**config.mk**
```make
export PLATFORM = sky130hd
export DESIGN_NAME = dagc_top
export DESIGN_NICKNAME = d
export VERILOG_FILES = /design/src/hdl/dagc_scale.v /design/src/hdl/dagc_buf2.v /design/src/hdl/dagc_top.v
export VERILOG_INCLUDE_DIRS = /design/src /design/src/hdl
export SDC_FILE = /design/constraint.sdc
export NUM_CORES = 2
export LEC_CHECK = 0
export BUFFER_PORTS_ARGS = -buffer_cell sky130_fd_sc_hd__buf_2
export CORE_MARGIN = 10
export CORE_UTILIZATION = 55
export CTS_CLUSTER_DIAMETER = 200
export DETAILED_ROUTE_END_ITERATION = 8
export PLACE_DENSITY = 0.72
export SYNTH_ARGS = -nofsm -noshare
export SYNTH_HDL_FRONTEND = slang
export SYNTH_SLANG_ARGS = --single-unit
```
**constraint.sdc**
```tcl
create_clock -name ref_clk_i -period 14.45 [get_ports ref_clk_i]
set_input_delay 2.1675 -clock ref_clk_i [delete_from_list [all_inputs] [get_ports ref_clk_i]]
set_output_delay 2.1675 -clock ref_clk_i [all_outputs]
set_load 0.02 [all_outputs]
```
**src/hdl/dagc_map.vh**
```
// Control word indices, field positions, encodings and reset values for the AGC.
// Assumes a control word write port carrying a word index and 32-bit data.
`ifndef DAGC_MAP_VH
`define DAGC_MAP_VH

// Control word indices
`define DAGC_CW_LOOP 8'h08
`define DAGC_CW_LIMIT 8'h09
`define DAGC_CW_BERST 8'h19
`define DAGC_CW_MODE 8'h1B

// Threshold and loop gain word fields
`define DAGC_THR_HI 28
`define DAGC_THR_LO 16
`define DAGC_LG0_MAN_HI 3
`define DAGC_LG0_MAN_LO 0
`define DAGC_LG0_EXP_HI 7
`define DAGC_LG0_EXP_LO 4
`define DAGC_LG1_MAN_HI 11
`define DAGC_LG1_MAN_LO 8
`define DAGC_LG1_EXP_HI 15
`define DAGC_LG1_EXP_LO 12

// Gain limit word fields
`define DAGC_UPR_HI 27
`define DAGC_UPR_LO 16
`define DAGC_LWR_HI 11
`define DAGC_LWR_LO 0

// Mode word bits
`define DAGC_PRESERVE_BIT 15
`define DAGC_MEDIAN_BIT 16

// Widths
`define DAGC_IN_W 26
`define DAGC_OUT_W 16
`define DAGC_THR_W 13
`define DAGC_ERR_W 14
`define DAGC_ACC_W 28
`define DAGC_LIM_W 12

// Median mode fixed errors, sign extended to the error width
`define DAGC_MED_POS 14'h0200
`define DAGC_MED_NEG 14'h3E00

// Loop gain exponent complement base, accumulator shift alignment
`define DAGC_LG_EXP_BASE 4'hF
`define DAGC_ERR_ALIGN 8

// Accumulator layout: exponent, mantissa, fine fraction
`define DAGC_ACC_EXP_HI 27
`define DAGC_ACC_EXP_LO 24
`define DAGC_ACC_MAN_HI 23
`define DAGC_ACC_MAN_LO 9
`define DAGC_ACC_LIM_LO 16

// Reset values
`define DAGC_CW_RST 32'h0000_0000
`define DAGC_ACC_RST 28'h000_0000

`endif

```
**src/hdl/dagc_scale.v**
```verilog
// Gain multiplier/shifter for one sample path, with overflow saturation.
// Assumes gain exponent and mantissa stay steady while the sample is presented.
`include "dagc_map.vh"
`timescale 1ns/1ps
`default_nettype none
module dagc_scale (
   input wire signed [25:0] smp_i,
   input wire [3:0] exp_i,
   input wire [14:0] man_i,
   output reg [15:0] out_o,
   output reg sat_o
);
   wire signed [16:0] mult;
   wire signed [42:0] prod;
   wire signed [57:0] shifted;
   wire signed [42:0] scaled;
   wire ovf;
   // Gain is 2^N times (1 + X * 2^-15)
   assign mult = $signed({2'b01, man_i});
   assign prod = smp_i * mult;
   assign shifted = $signed({{15{prod[42]}}, prod}) <<< exp_i;
   assign scaled = shifted[57:15];
   // Any sign spill above the 26-bit word is overflow
   assign ovf = (scaled[42:25] != {18{scaled[25]}});
   always @* begin
      sat_o = ovf;
      if (ovf) begin
         out_o = scaled[42] ? 16'h8000 : 16'h7FFF;
      end else begin
         out_o = scaled[25:10];
      end
   end
endmodule // dagc_scale
`default_nettype wire

```
**src/hdl/dagc_buf2.v**
```verilog
// Two-entry buffer with valid and ready on both sides.
// Assumes a single clock; ready and valid outputs are registered.
`timescale 1ns/1ps
`default_nettype none
module dagc_buf2 #(
   parameter W = 34
) (
   input wire ref_clk_i,
   input wire rst_i,
   input wire [W-1:0] wr_data_i,
   input wire wr_valid_i,
   output reg wr_ready_o,
   output reg [W-1:0] rd_data_o,
   output reg rd_valid_o,
   input wire rd_ready_i
);
   reg [W-1:0] mem_r [0:1];
   reg wptr_r;
   reg rptr_r;
   reg [1:0] cnt_r;
   reg [1:0] cnt_nxt;
   wire push;
   wire pop;
   assign push = wr_valid_i & wr_ready_o;
   assign pop = rd_valid_o & rd_ready_i;
   always @* begin
      cnt_nxt = cnt_r;
      if (push & ~pop) begin
         cnt_nxt = cnt_r + 2'd1;
      end else if (pop & ~push) begin
         cnt_nxt = cnt_r - 2'd1;
      end
   end
   always @(posedge ref_clk_i or posedge rst_i) begin
      if (rst_i) begin
         wptr_r <= 1'b0;
         rptr_r <= 1'b0;
         cnt_r <= 2'd0;
         wr_ready_o <= 1'b1;
         rd_valid_o <= 1'b0;
         mem_r[0] <= {W{1'b0}};
         mem_r[1] <= {W{1'b0}};
      end else begin
         if (push) begin
            mem_r[wptr_r] <= wr_data_i;
            wptr_r <= ~wptr_r;
         end
         if (pop) begin
            rptr_r <= ~rptr_r;
         end
         cnt_r <= cnt_nxt;
         wr_ready_o <= (cnt_nxt != 2'd2);
         rd_valid_o <= (cnt_nxt != 2'd0);
      end
   end
   always @* begin
      rd_data_o = mem_r[rptr_r];
   end
endmodule // dagc_buf2
`default_nettype wire

```
**src/hdl/dagc_top.v**
```verilog
// Digital AGC: I/Q gain multiplier/shifter with saturation and its gain loop.
// Assumes control words arrive on a write strobe, magnitudes from the converter downstream.
`include "dagc_map.vh"
`timescale 1ns/1ps
`default_nettype none
module dagc_top (
   input wire ref_clk_i,
   input wire rst_i,
   input wire [7:0] cw_index_i,
   input wire [31:0] cw_data_i,
   input wire cw_write_i,
   input wire sync_input_two_i,
   input wire loop_gain_select_pin_i,
   input wire [25:0] fir_i_i,
   input wire [25:0] fir_q_i,
   input wire fir_valid_i,
   output wire fir_ready_o,
   output wire [15:0] out_i_o,
   output wire [15:0] out_q_o,
   output wire sat_i_o,
   output wire sat_q_o,
   output wire out_valid_o,
   input wire out_ready_i,
   input wire [12:0] magnitude_i,
   input wire magnitude_valid_i,
   output reg [11:0] gain_level_o,
   output reg backend_reset_o
);
   // Control words
   reg [31:0] loop_word_r;
   reg [31:0] limit_word_r;
   reg [31:0] mode_word_r;
   reg berst_r;

   // Field views
   wire [12:0] magnitude_threshold;
   wire [3:0] loop_gain_mantissa;
   wire [3:0] loop_gain_exponent;
   wire [11:0] upper_limit;
   wire [11:0] lower_limit;
   wire median_mode;
   wire preserve;

   // Loop datapath
   reg [27:0] acc_r;
   reg [27:0] acc_nxt;
   reg signed [13:0] err;
   reg signed [13:0] err_used;
   reg signed [18:0] err_prod;
   reg signed [27:0] err_wide;
   reg signed [27:0] err_scaled;
   reg [3:0] lg_shift;
   reg signed [28:0] acc_sum;
   reg [27:0] acc_pos;
   wire [11:0] acc_lim_view;
   wire berst_req;

   // Gain stage
   wire [3:0] gain_exp;
   wire [14:0] gain_man;
   wire [15:0] sc_i;
   wire [15:0] sc_q;
   wire sc_sat_i;
   wire sc_sat_q;
   wire [33:0] buf_in;
   wire [33:0] buf_out;

   // Control word writes
   always @(posedge ref_clk_i or posedge rst_i) begin
      if (rst_i) begin
         loop_word_r <= `DAGC_CW_RST;
         limit_word_r <= `DAGC_CW_RST;
         mode_word_r <= `DAGC_CW_RST;
         berst_r <= 1'b0;
      end else begin
         berst_r <= 1'b0;
         if (cw_write_i) begin
            case (cw_index_i)
               `DAGC_CW_LOOP: begin
                  loop_word_r <= cw_data_i;
               end
               `DAGC_CW_LIMIT: begin
                  limit_word_r <= cw_data_i;
               end
               `DAGC_CW_MODE: begin
                  mode_word_r <= cw_data_i;
               end
               `DAGC_CW_BERST: begin
                  berst_r <= 1'b1;
               end
               default: begin
                  berst_r <= 1'b0;
               end
            endcase
         end
      end
   end

   // Threshold field with its top bit forced to zero
   assign magnitude_threshold = {1'b0,
      loop_word_r[`DAGC_THR_HI-1:`DAGC_THR_LO]};

   // Loop gain pair chosen by the select pin
   assign loop_gain_mantissa = loop_gain_select_pin_i ?
      loop_word_r[`DAGC_LG1_MAN_HI:`DAGC_LG1_MAN_LO] :
      loop_word_r[`DAGC_LG0_MAN_HI:`DAGC_LG0_MAN_LO];
   assign loop_gain_exponent = loop_gain_select_pin_i ?
      loop_word_r[`DAGC_LG1_EXP_HI:`DAGC_LG1_EXP_LO] :
      loop_word_r[`DAGC_LG0_EXP_HI:`DAGC_LG0_EXP_LO];

   // Gain limits, exponent over mantissa
   assign upper_limit = limit_word_r[`DAGC_UPR_HI:`DAGC_UPR_LO];
   assign lower_limit = limit_word_r[`DAGC_LWR_HI:`DAGC_LWR_LO];

   assign median_mode = mode_word_r[`DAGC_MEDIAN_BIT];
   assign preserve = mode_word_r[`DAGC_PRESERVE_BIT];

   assign berst_req = berst_r | sync_input_two_i;
   assign acc_lim_view = acc_r[`DAGC_ACC_EXP_HI:`DAGC_ACC_LIM_LO];

   // Error detector and scaler
   always @* begin
      // Magnitude arrives already carrying the converter gain
      err = $signed({1'b0, magnitude_threshold}) -
         $signed({1'b0, magnitude_i});
      if (median_mode) begin
         err_used = err[13] ? $signed(`DAGC_MED_NEG) :
            $signed(`DAGC_MED_POS);
      end else begin
         err_used = err;
      end
      err_prod = err_used * $signed({1'b0, loop_gain_mantissa});
      err_wide = $signed({{1{err_prod[18]}}, err_prod, 8'h00});
      lg_shift = `DAGC_LG_EXP_BASE - loop_gain_exponent;
      err_scaled = err_wide >>> lg_shift;
   end

   // Loop filter: accumulate then clamp to the limits
   always @* begin
      acc_sum = $signed({1'b0, acc_r}) + $signed({err_scaled[27], err_scaled});
      if (acc_sum[28]) begin
         acc_pos = 28'h000_0000;
      end else begin
         acc_pos = acc_sum[27:0];
      end
      acc_nxt = acc_pos;
      if (acc_pos[`DAGC_ACC_EXP_HI:`DAGC_ACC_LIM_LO] > upper_limit) begin
         acc_nxt = {upper_limit, 16'h0000};
      end else if (acc_pos[`DAGC_ACC_EXP_HI:`DAGC_ACC_LIM_LO] < lower_limit) begin
         acc_nxt = {lower_limit, 16'h0000};
      end
   end

   always @(posedge ref_clk_i or posedge rst_i) begin
      if (rst_i) begin
         acc_r <= `DAGC_ACC_RST;
         gain_level_o <= 12'h000;
         backend_reset_o <= 1'b0;
      end else begin
         backend_reset_o <= berst_req;
         if (berst_req & ~preserve) begin
            acc_r <= `DAGC_ACC_RST;
         end else if (magnitude_valid_i) begin
            acc_r <= acc_nxt;
         end
         gain_level_o <= acc_lim_view;
      end
   end

   // Gain applied from the accumulator at the moment a sample is taken
   assign gain_exp = acc_r[`DAGC_ACC_EXP_HI:`DAGC_ACC_EXP_LO];
   assign gain_man = acc_r[`DAGC_ACC_MAN_HI:`DAGC_ACC_MAN_LO];

   dagc_scale u_scale_i (
      .smp_i(fir_i_i),
      .exp_i(gain_exp),
      .man_i(gain_man),
      .out_o(sc_i),
      .sat_o(sc_sat_i)
   );

   dagc_scale u_scale_q (
      .smp_i(fir_q_i),
      .exp_i(gain_exp),
      .man_i(gain_man),
      .out_o(sc_q),
      .sat_o(sc_sat_q)
   );

   // Scaled samples land in the buffer on the cycle they are taken
   assign buf_in = {sc_sat_q, sc_sat_i, sc_q, sc_i};

   dagc_buf2 #(
      .W(34)
   ) u_buf (
      .ref_clk_i(ref_clk_i),
      .rst_i(rst_i),
      .wr_data_i(buf_in),
      .wr_valid_i(fir_valid_i),
      .wr_ready_o(fir_ready_o),
      .rd_data_o(buf_out),
      .rd_valid_o(out_valid_o),
      .rd_ready_i(out_ready_i)
   );

   assign out_i_o = buf_out[15:0];
   assign out_q_o = buf_out[31:16];
   assign sat_i_o = buf_out[32];
   assign sat_q_o = buf_out[33];
endmodule // dagc_top
`default_nettype wire

```
Word level (Yosys, flattened, before mapping). Cells that the tools add are included.

Add/subtract/negate cells: 5. $mul: 3. Order comparisons: 5. Equal/unequal tests: 7. Shift operators: 3. Muxes and demuxes: 23. Bitwise operators: 13. Reductions and logical operators: 6.

Operator list (number): 28-bit 2-to-1 mux (5); 34-bit 2-to-1 mux (4); 43-bit by 4-bit <<< shifter with 58-bit output (2); 26-bit by 17-bit multiplier with 43-bit output (2); 68-bit bitwise mux (1); 16-bit 2-to-1 mux (4); 34-bit demux with 1-bit select (1); 17-bit inequality test (2); 29-bit by 28-bit adder with 29-bit output (1); 14-bit 2-to-1 mux (2); 27-bit by 4-bit >>> shifter with 28-bit output (1); 14-bit by 5-bit multiplier with 19-bit output (1); 8-bit by 4-bit == test with 1-bit output (second input constant) (2); 8-bit by 5-bit == test with 1-bit output (second input constant) (2); 12-bit by 13-bit subtractor with 14-bit output (1); 12-bit greater-than comparator (1); 12-bit less-than comparator (1); 4-bit 2-to-1 mux (2); 2-bit AND reduction (3); 1-bit AND (5); 1-bit NOT (5); 2-bit greater-or-equal comparator (second input constant) (2); 2-bit 2-to-1 mux (2); 1-bit NOT with 2-bit output (2); 9 further kinds (11).

Flip-flop bits (word level): 189. Bits of input ports: 113. Output and inout port bits: 49. Logic and storage cells: 79.

Logic depth before layout (Yosys ltp).
Word-level depth: 12. Gate-level depth with buffers: 62. Mapped depth without buffers: 59.

Hierarchy. Synthesis repeated with hierarchy kept, for this count alone.

Cells, all modules: 5754. Area total of the unflattened synthesis: 49408.6 um^2.

By module, submodules not included: dagc_scale at u_scale_q (instances 1, cells each 2235, area each 18323.8 um^2, seq. area each 0.0 um^2); dagc_scale at u_scale_i (instances 1, cells each 2185, area each 17894.7 um^2, seq. area each 0.0 um^2); dagc_top (instances 1, cells each 1126, area each 9821.9 um^2, seq. area each 2402.3 um^2); dagc_buf2 (instances 1, cells each 208, area each 3368.2 um^2, seq. area each 1853.0 um^2).

Worst setup path before layout. Ideal clock, no wire load.

Path kind: in2reg. Start: input port magnitude_i[0]. End: register acc_r[0]. Setup time: 0.066 ns. Arrival time: 13.263 ns. Data required time: 14.384 ns. Path slack: 1.121 ns. Stages: 57. Path buffers: 3. Cells stage by stage: ha_1 fa_1 nor2b_1 o21ai_0 a21boi_0 o21ai_0 a21oi_1 o21ai_0 nand2b_1 a21o_1 a21o_1 a21oi_1 o31a_1 o22a_1 and2_1 ha_1 fa_1 inv_1 (+21 left out) o41ai_1 o21ai_0 xnor2_1 clkbuf_1 nor2_1 ha_1 nor2b_1 o21ai_0 nand2b_1 a21oi_1 nor3_1 a2111oi_0 nor2_1 nor2_1 and4b_1 clkbuf_1 clkbuf_1 a22o_1.

Word-level cells in the longest chain between the ends: 12. Elaborated cells on any way between the ends: 13. Classes of those cells: 2 x add/sub; 1 x mul; 2 x order compare; 1 x shift; 7 x mux.

RTL lines: start, declared (line dagc_top.v:24) `input wire [12:0] magnitude_i,`; 12-bit by 13-bit subtractor with 14-bit output * (line dagc_top.v:124) `err = $signed({1'b0, magnitude_threshold}) -`; 14-bit 2-to-1 mux (line dagc_top.v:127) `` err_used = err[13] ? $signed(`DAGC_MED_NEG) : ``; 14-bit 2-to-1 mux * (line dagc_top.v:126) `if (median_mode) begin`; 14-bit by 5-bit multiplier with 19-bit output * (line dagc_top.v:132) `err_prod = err_used * $signed({1'b0, loop_gain_mantissa});`; 27-bit by 4-bit >>> shifter with 28-bit output * (line dagc_top.v:135) `err_scaled = err_wide >>> lg_shift;`; 29-bit by 28-bit adder with 29-bit output * (line dagc_top.v:140) `acc_sum = $signed({1'b0, acc_r}) + $signed({err_scaled[27], err_scaled});`; 28-bit 2-to-1 mux * (line dagc_top.v:141) `if (acc_sum[28]) begin`; 12-bit less-than comparator (line dagc_top.v:149) `` end else if (acc_pos[`DAGC_ACC_EXP_HI:`DAGC_ACC_LIM_LO] < lower_limit) begin ``; 28-bit 2-to-1 mux (line dagc_top.v:149); 28-bit 2-to-1 mux * (line dagc_top.v:147) `` if (acc_pos[`DAGC_ACC_EXP_HI:`DAGC_ACC_LIM_LO] > upper_limit) begin ``; 28-bit 2-to-1 mux * (line dagc_top.v:163) `end else if (magnitude_valid_i) begin`; 28-bit 2-to-1 mux * (line dagc_top.v:161) `if (berst_req & ~preserve) begin`; end signal, assigned (line dagc_top.v:156) `` acc_r <= `DAGC_ACC_RST; ``; end signal, assigned (line dagc_top.v:162) `` acc_r <= `DAGC_ACC_RST; ``; end signal, assigned (line dagc_top.v:164) `acc_r <= acc_nxt;`; end, declared (line dagc_top.v:45) `reg [27:0] acc_r;`.

Mark *: on every way between the ends. The rest lies on a longest branch, timed or not. The select of a mux whose other input is x is not followed. A chain may end at the register's enable or synchronous reset.

Final worst setup path.
Start: input port magnitude_i[0]. End: register acc_r[6].

Same word-level chain as after synthesis.

==> results.yml <==
min_path:
  whs_path_depth: 1
  min_path_type: "flip-flop to flip-flop"
  worstHoldEndpoint: "u_buf.cnt_r[1]"
  hp-start: "u_buf.cnt_r[1]"
sta:
  rsz0062_at_grt: "no"
  fin_skew_ns: 0.0225
  slew_violations: 0
  finalSetupViolations: 0
  period_share_pct: 94.2
  max_freq_mhz: 73.4
  relSlewSlack_pct: 10.5
  min_period_ns: 13.62
  report.final.hold_viol_count: 0
  worst_pin_slew_ns: 1.33
  setup_tns_ns: 0
critical_path:
  critical_path.max_fanout: 16
  cpLargestDelayFamily: "compound AO/OA/AOI/OAI gates"
  criticalPathCategory: "input port to flip-flop"
  path_buf_inv: 5
  worstReg2RegEnd: "acc_r[6]"
  critPathArrivalTime_ns: 13.97
  regToRegSetupSlack_ns: 2.25
  cp_common_cell: "o21ai_0"
  cp-start-kind: "input port"
  r2r_start: "loop_word_r[16]"
  cpPeakStageDelay_ns: 0.52
  slowest_stage: "fa_1"
  worst_setup_path_end_kind: "flip-flop"
  crit_required_ns: 14.80
  worstRegToRegCells: 58
  cp.depth: 57
synth:
  synthArstFlopShare_pct: 100
  yosys_warnings: 0
  yosysSeqAreaShare_pct: 9.04
  syn_nets: 6740
  syn-cell-area_sq_um: 47100
  synth_area_leader_cell: "fa_1"
  synth_top_area_share_pct: 35.6
  synth_ff_type: "dfrtp_1"
  synth_cell_types: 103
  synth_seq_cells: 170
  synth_edf_count: 0
  synthCells: 5488
  synth.avg_cell_area_sq_um: 8.58
  ys_top_cells_by_area: "fa_1 36%, dfrtp_1 9.0%, inv_1 8.2%, ha_1 8.0%, nand2_1 5.8%"
detailed_routing:
  avgRoutedWirePerCell_microns: 19.5
  drt-pass1-iter-count: 7
  vias: 38500
  via_per_inst: 5.85
  drt_wl_total_microns: 128000
  detail-route-antenna-nets: 0
  drtIter0Drc: 2914
  drc: 0
clock_tree:
  path_clk_slew_ns: 0.08
  max-clock-path-buffers: 2
  numCtsBuffers: 17
  cts_tree: "yes"
  cts_root_buf: "clkbuf_16"
  clock_latency_ns: 0.47
  post_cts.repair.setup_buffers: 0
  cts_sinks: 170
  cts_max_level: 4
global_route:
  grt_max_degree: 108
  antenna_found_initial: 3
  grt_pass1_wl_microns: 212000
  first_global_vias: 40400
  overflow: 0
  grt.total_usage_pct: 26.6
placed_design:
  dp_hpwl_microns: 102000
  gp_congestion: 0.940
  port-buffer-count: 157
floorplanning:
  rows: 107
  design.portCount: 162
  core_area_sq_um: 85000
  dieWidth_microns: 313
  start_util_pct: 55.4
  die_area_sq_um: 97700
  fp.dieH_microns: 313
flow_run:
  drv_cap: 0
finish:
  area_delta_synth_final_pct: 4.38
  layout_common_cells: "1031 x inv_1, 837 x fa_1, 725 x nand2_1"
  final_layout_size_suffix_gt1_share_pct: 8.28
  register_area_sq_um: 4280
  final_common_cell: "inv_1"
  multi_input_area_sq_um: 37800
  fill_cells: 7611
  finalNetCount: 6663
outcome:
  outcome: "completed"
[registers in the layout, summed over array words and instances (netlist names)]
name / cells
gain_level_o: 12
u_buf.cnt_r: 2
backend_reset_o: 1
u_buf.mem_r: 68
limit_word_r: 24
berst_r: 1
u_buf.rd_valid_o: 1
acc_r: 28
u_buf.wptr_r: 1
u_buf.rptr_r: 1
mode_word_r: 2
loop_word_r: 28
u_buf.wr_ready_o: 1
[worst max-delay path by stage]
stage	startpoint	endpoint
finish	magnitude_i[0]	acc_r[6]
floorplan	magnitude_i[0]	acc_r[0]
global placement	magnitude_i[0]	acc_r[6]
detailed placement	magnitude_i[0]	acc_r[6]
CTS	magnitude_i[0]	acc_r[6]
global route	magnitude_i[0]	acc_r[6]
[layout make-up]
| class | count | share of cell area (%) |
|---|---|---|
| multi-input cells | 3986 | 76.9 |
| flip-flops and latches | 170 | 8.71 |
| inverters | 1036 | 7.92 |
| well taps | 1144 | 2.91 |
| repair buffers | 200 | 2.26 |
| clock buffers | 17 | 0.865 |
| clock inverters | 15 | 0.430 |
| diodes | 2 | 0.0102 |
[metrics by stage]
stage	hold slack [ns]	instances	utilization (%)	setup WS, ns	area (sq um)
after floorplan	0.378	5488	-	1.12	47100
after global placement	0.459	6536	57.0	0.349	48500
after detailed placement	0.476	6536	57.0	0.0849	48500
after global routing	0.500	6569	57.8	0.0572	49200
after CTS	0.488	6568	57.8	0.546	49100
final	0.486	6570	57.8	0.833	49200
[cell usage after synthesis (all sizes together), types with 14 or more instances]
| cell | number |
|---|---|
| a21o | 52 |
| and3 | 26 |
| nand2 | 726 |
| a31oi | 40 |
| o21a | 32 |
| fa | 837 |
| nor2 | 278 |
| a32oi | 21 |
| nor3 | 63 |
| dfrtp | 169 |
| o31ai | 14 |
| nand2b | 27 |
| xor2 | 31 |
| or2 | 19 |
| ha | 302 |
| mux2 | 113 |
| a21oi | 199 |
| a211oi | 32 |
| and2 | 323 |
| o21bai | 15 |
| nand4 | 59 |
| nor4 | 15 |
| nor2b | 21 |
| a22oi | 19 |
| inv | 1035 |
| xnor2 | 68 |
| a221o | 28 |
| o21ai | 182 |
| a22o | 22 |
| a211o | 29 |
| or3 | 24 |
| mux2i | 97 |
| o211ai | 47 |
| buf | 47 |
| clkbuf | 249 |
| nand3 | 41 |
[layer usage]
metal,GRT usage (%),vias to the layer above,wire length (microns)
li1,-,17400,-
met1,34.5,19400,52400
met2,45.3,1333,62600
met3,3.55,270,8290
met4,9.47,2,4470
met5,0,-,13
[what timing repair did]
item                                    CTS  global route
endpoints found under the setup margin    0            28
gates resized for setup                   0             6
hold buffers                              0             0
[cell families (layout without fill, tap and decap cells)]
group / Yosys count / count (layout) / share of synthesized area [%]
adder cells (fa/ha/maj): 1140 / 1140 / 43.6
buffers and inverters: 1332 / 1268 / 10.8
other: 0 / 2 / 0
multiplexers: 222 / 222 / 5.34
AND/OR/NAND/NOR: 1653 / 1653 / 16.5
XOR/XNOR: 99 / 99 / 1.84
AO/OA/AOI/OAI: 872 / 872 / 12.8
flip-flops: 170 / 170 / 9.04
Power is not shown: default switching activity piles up to over one toggle a cycle in this logic, so the estimate is an artifact.
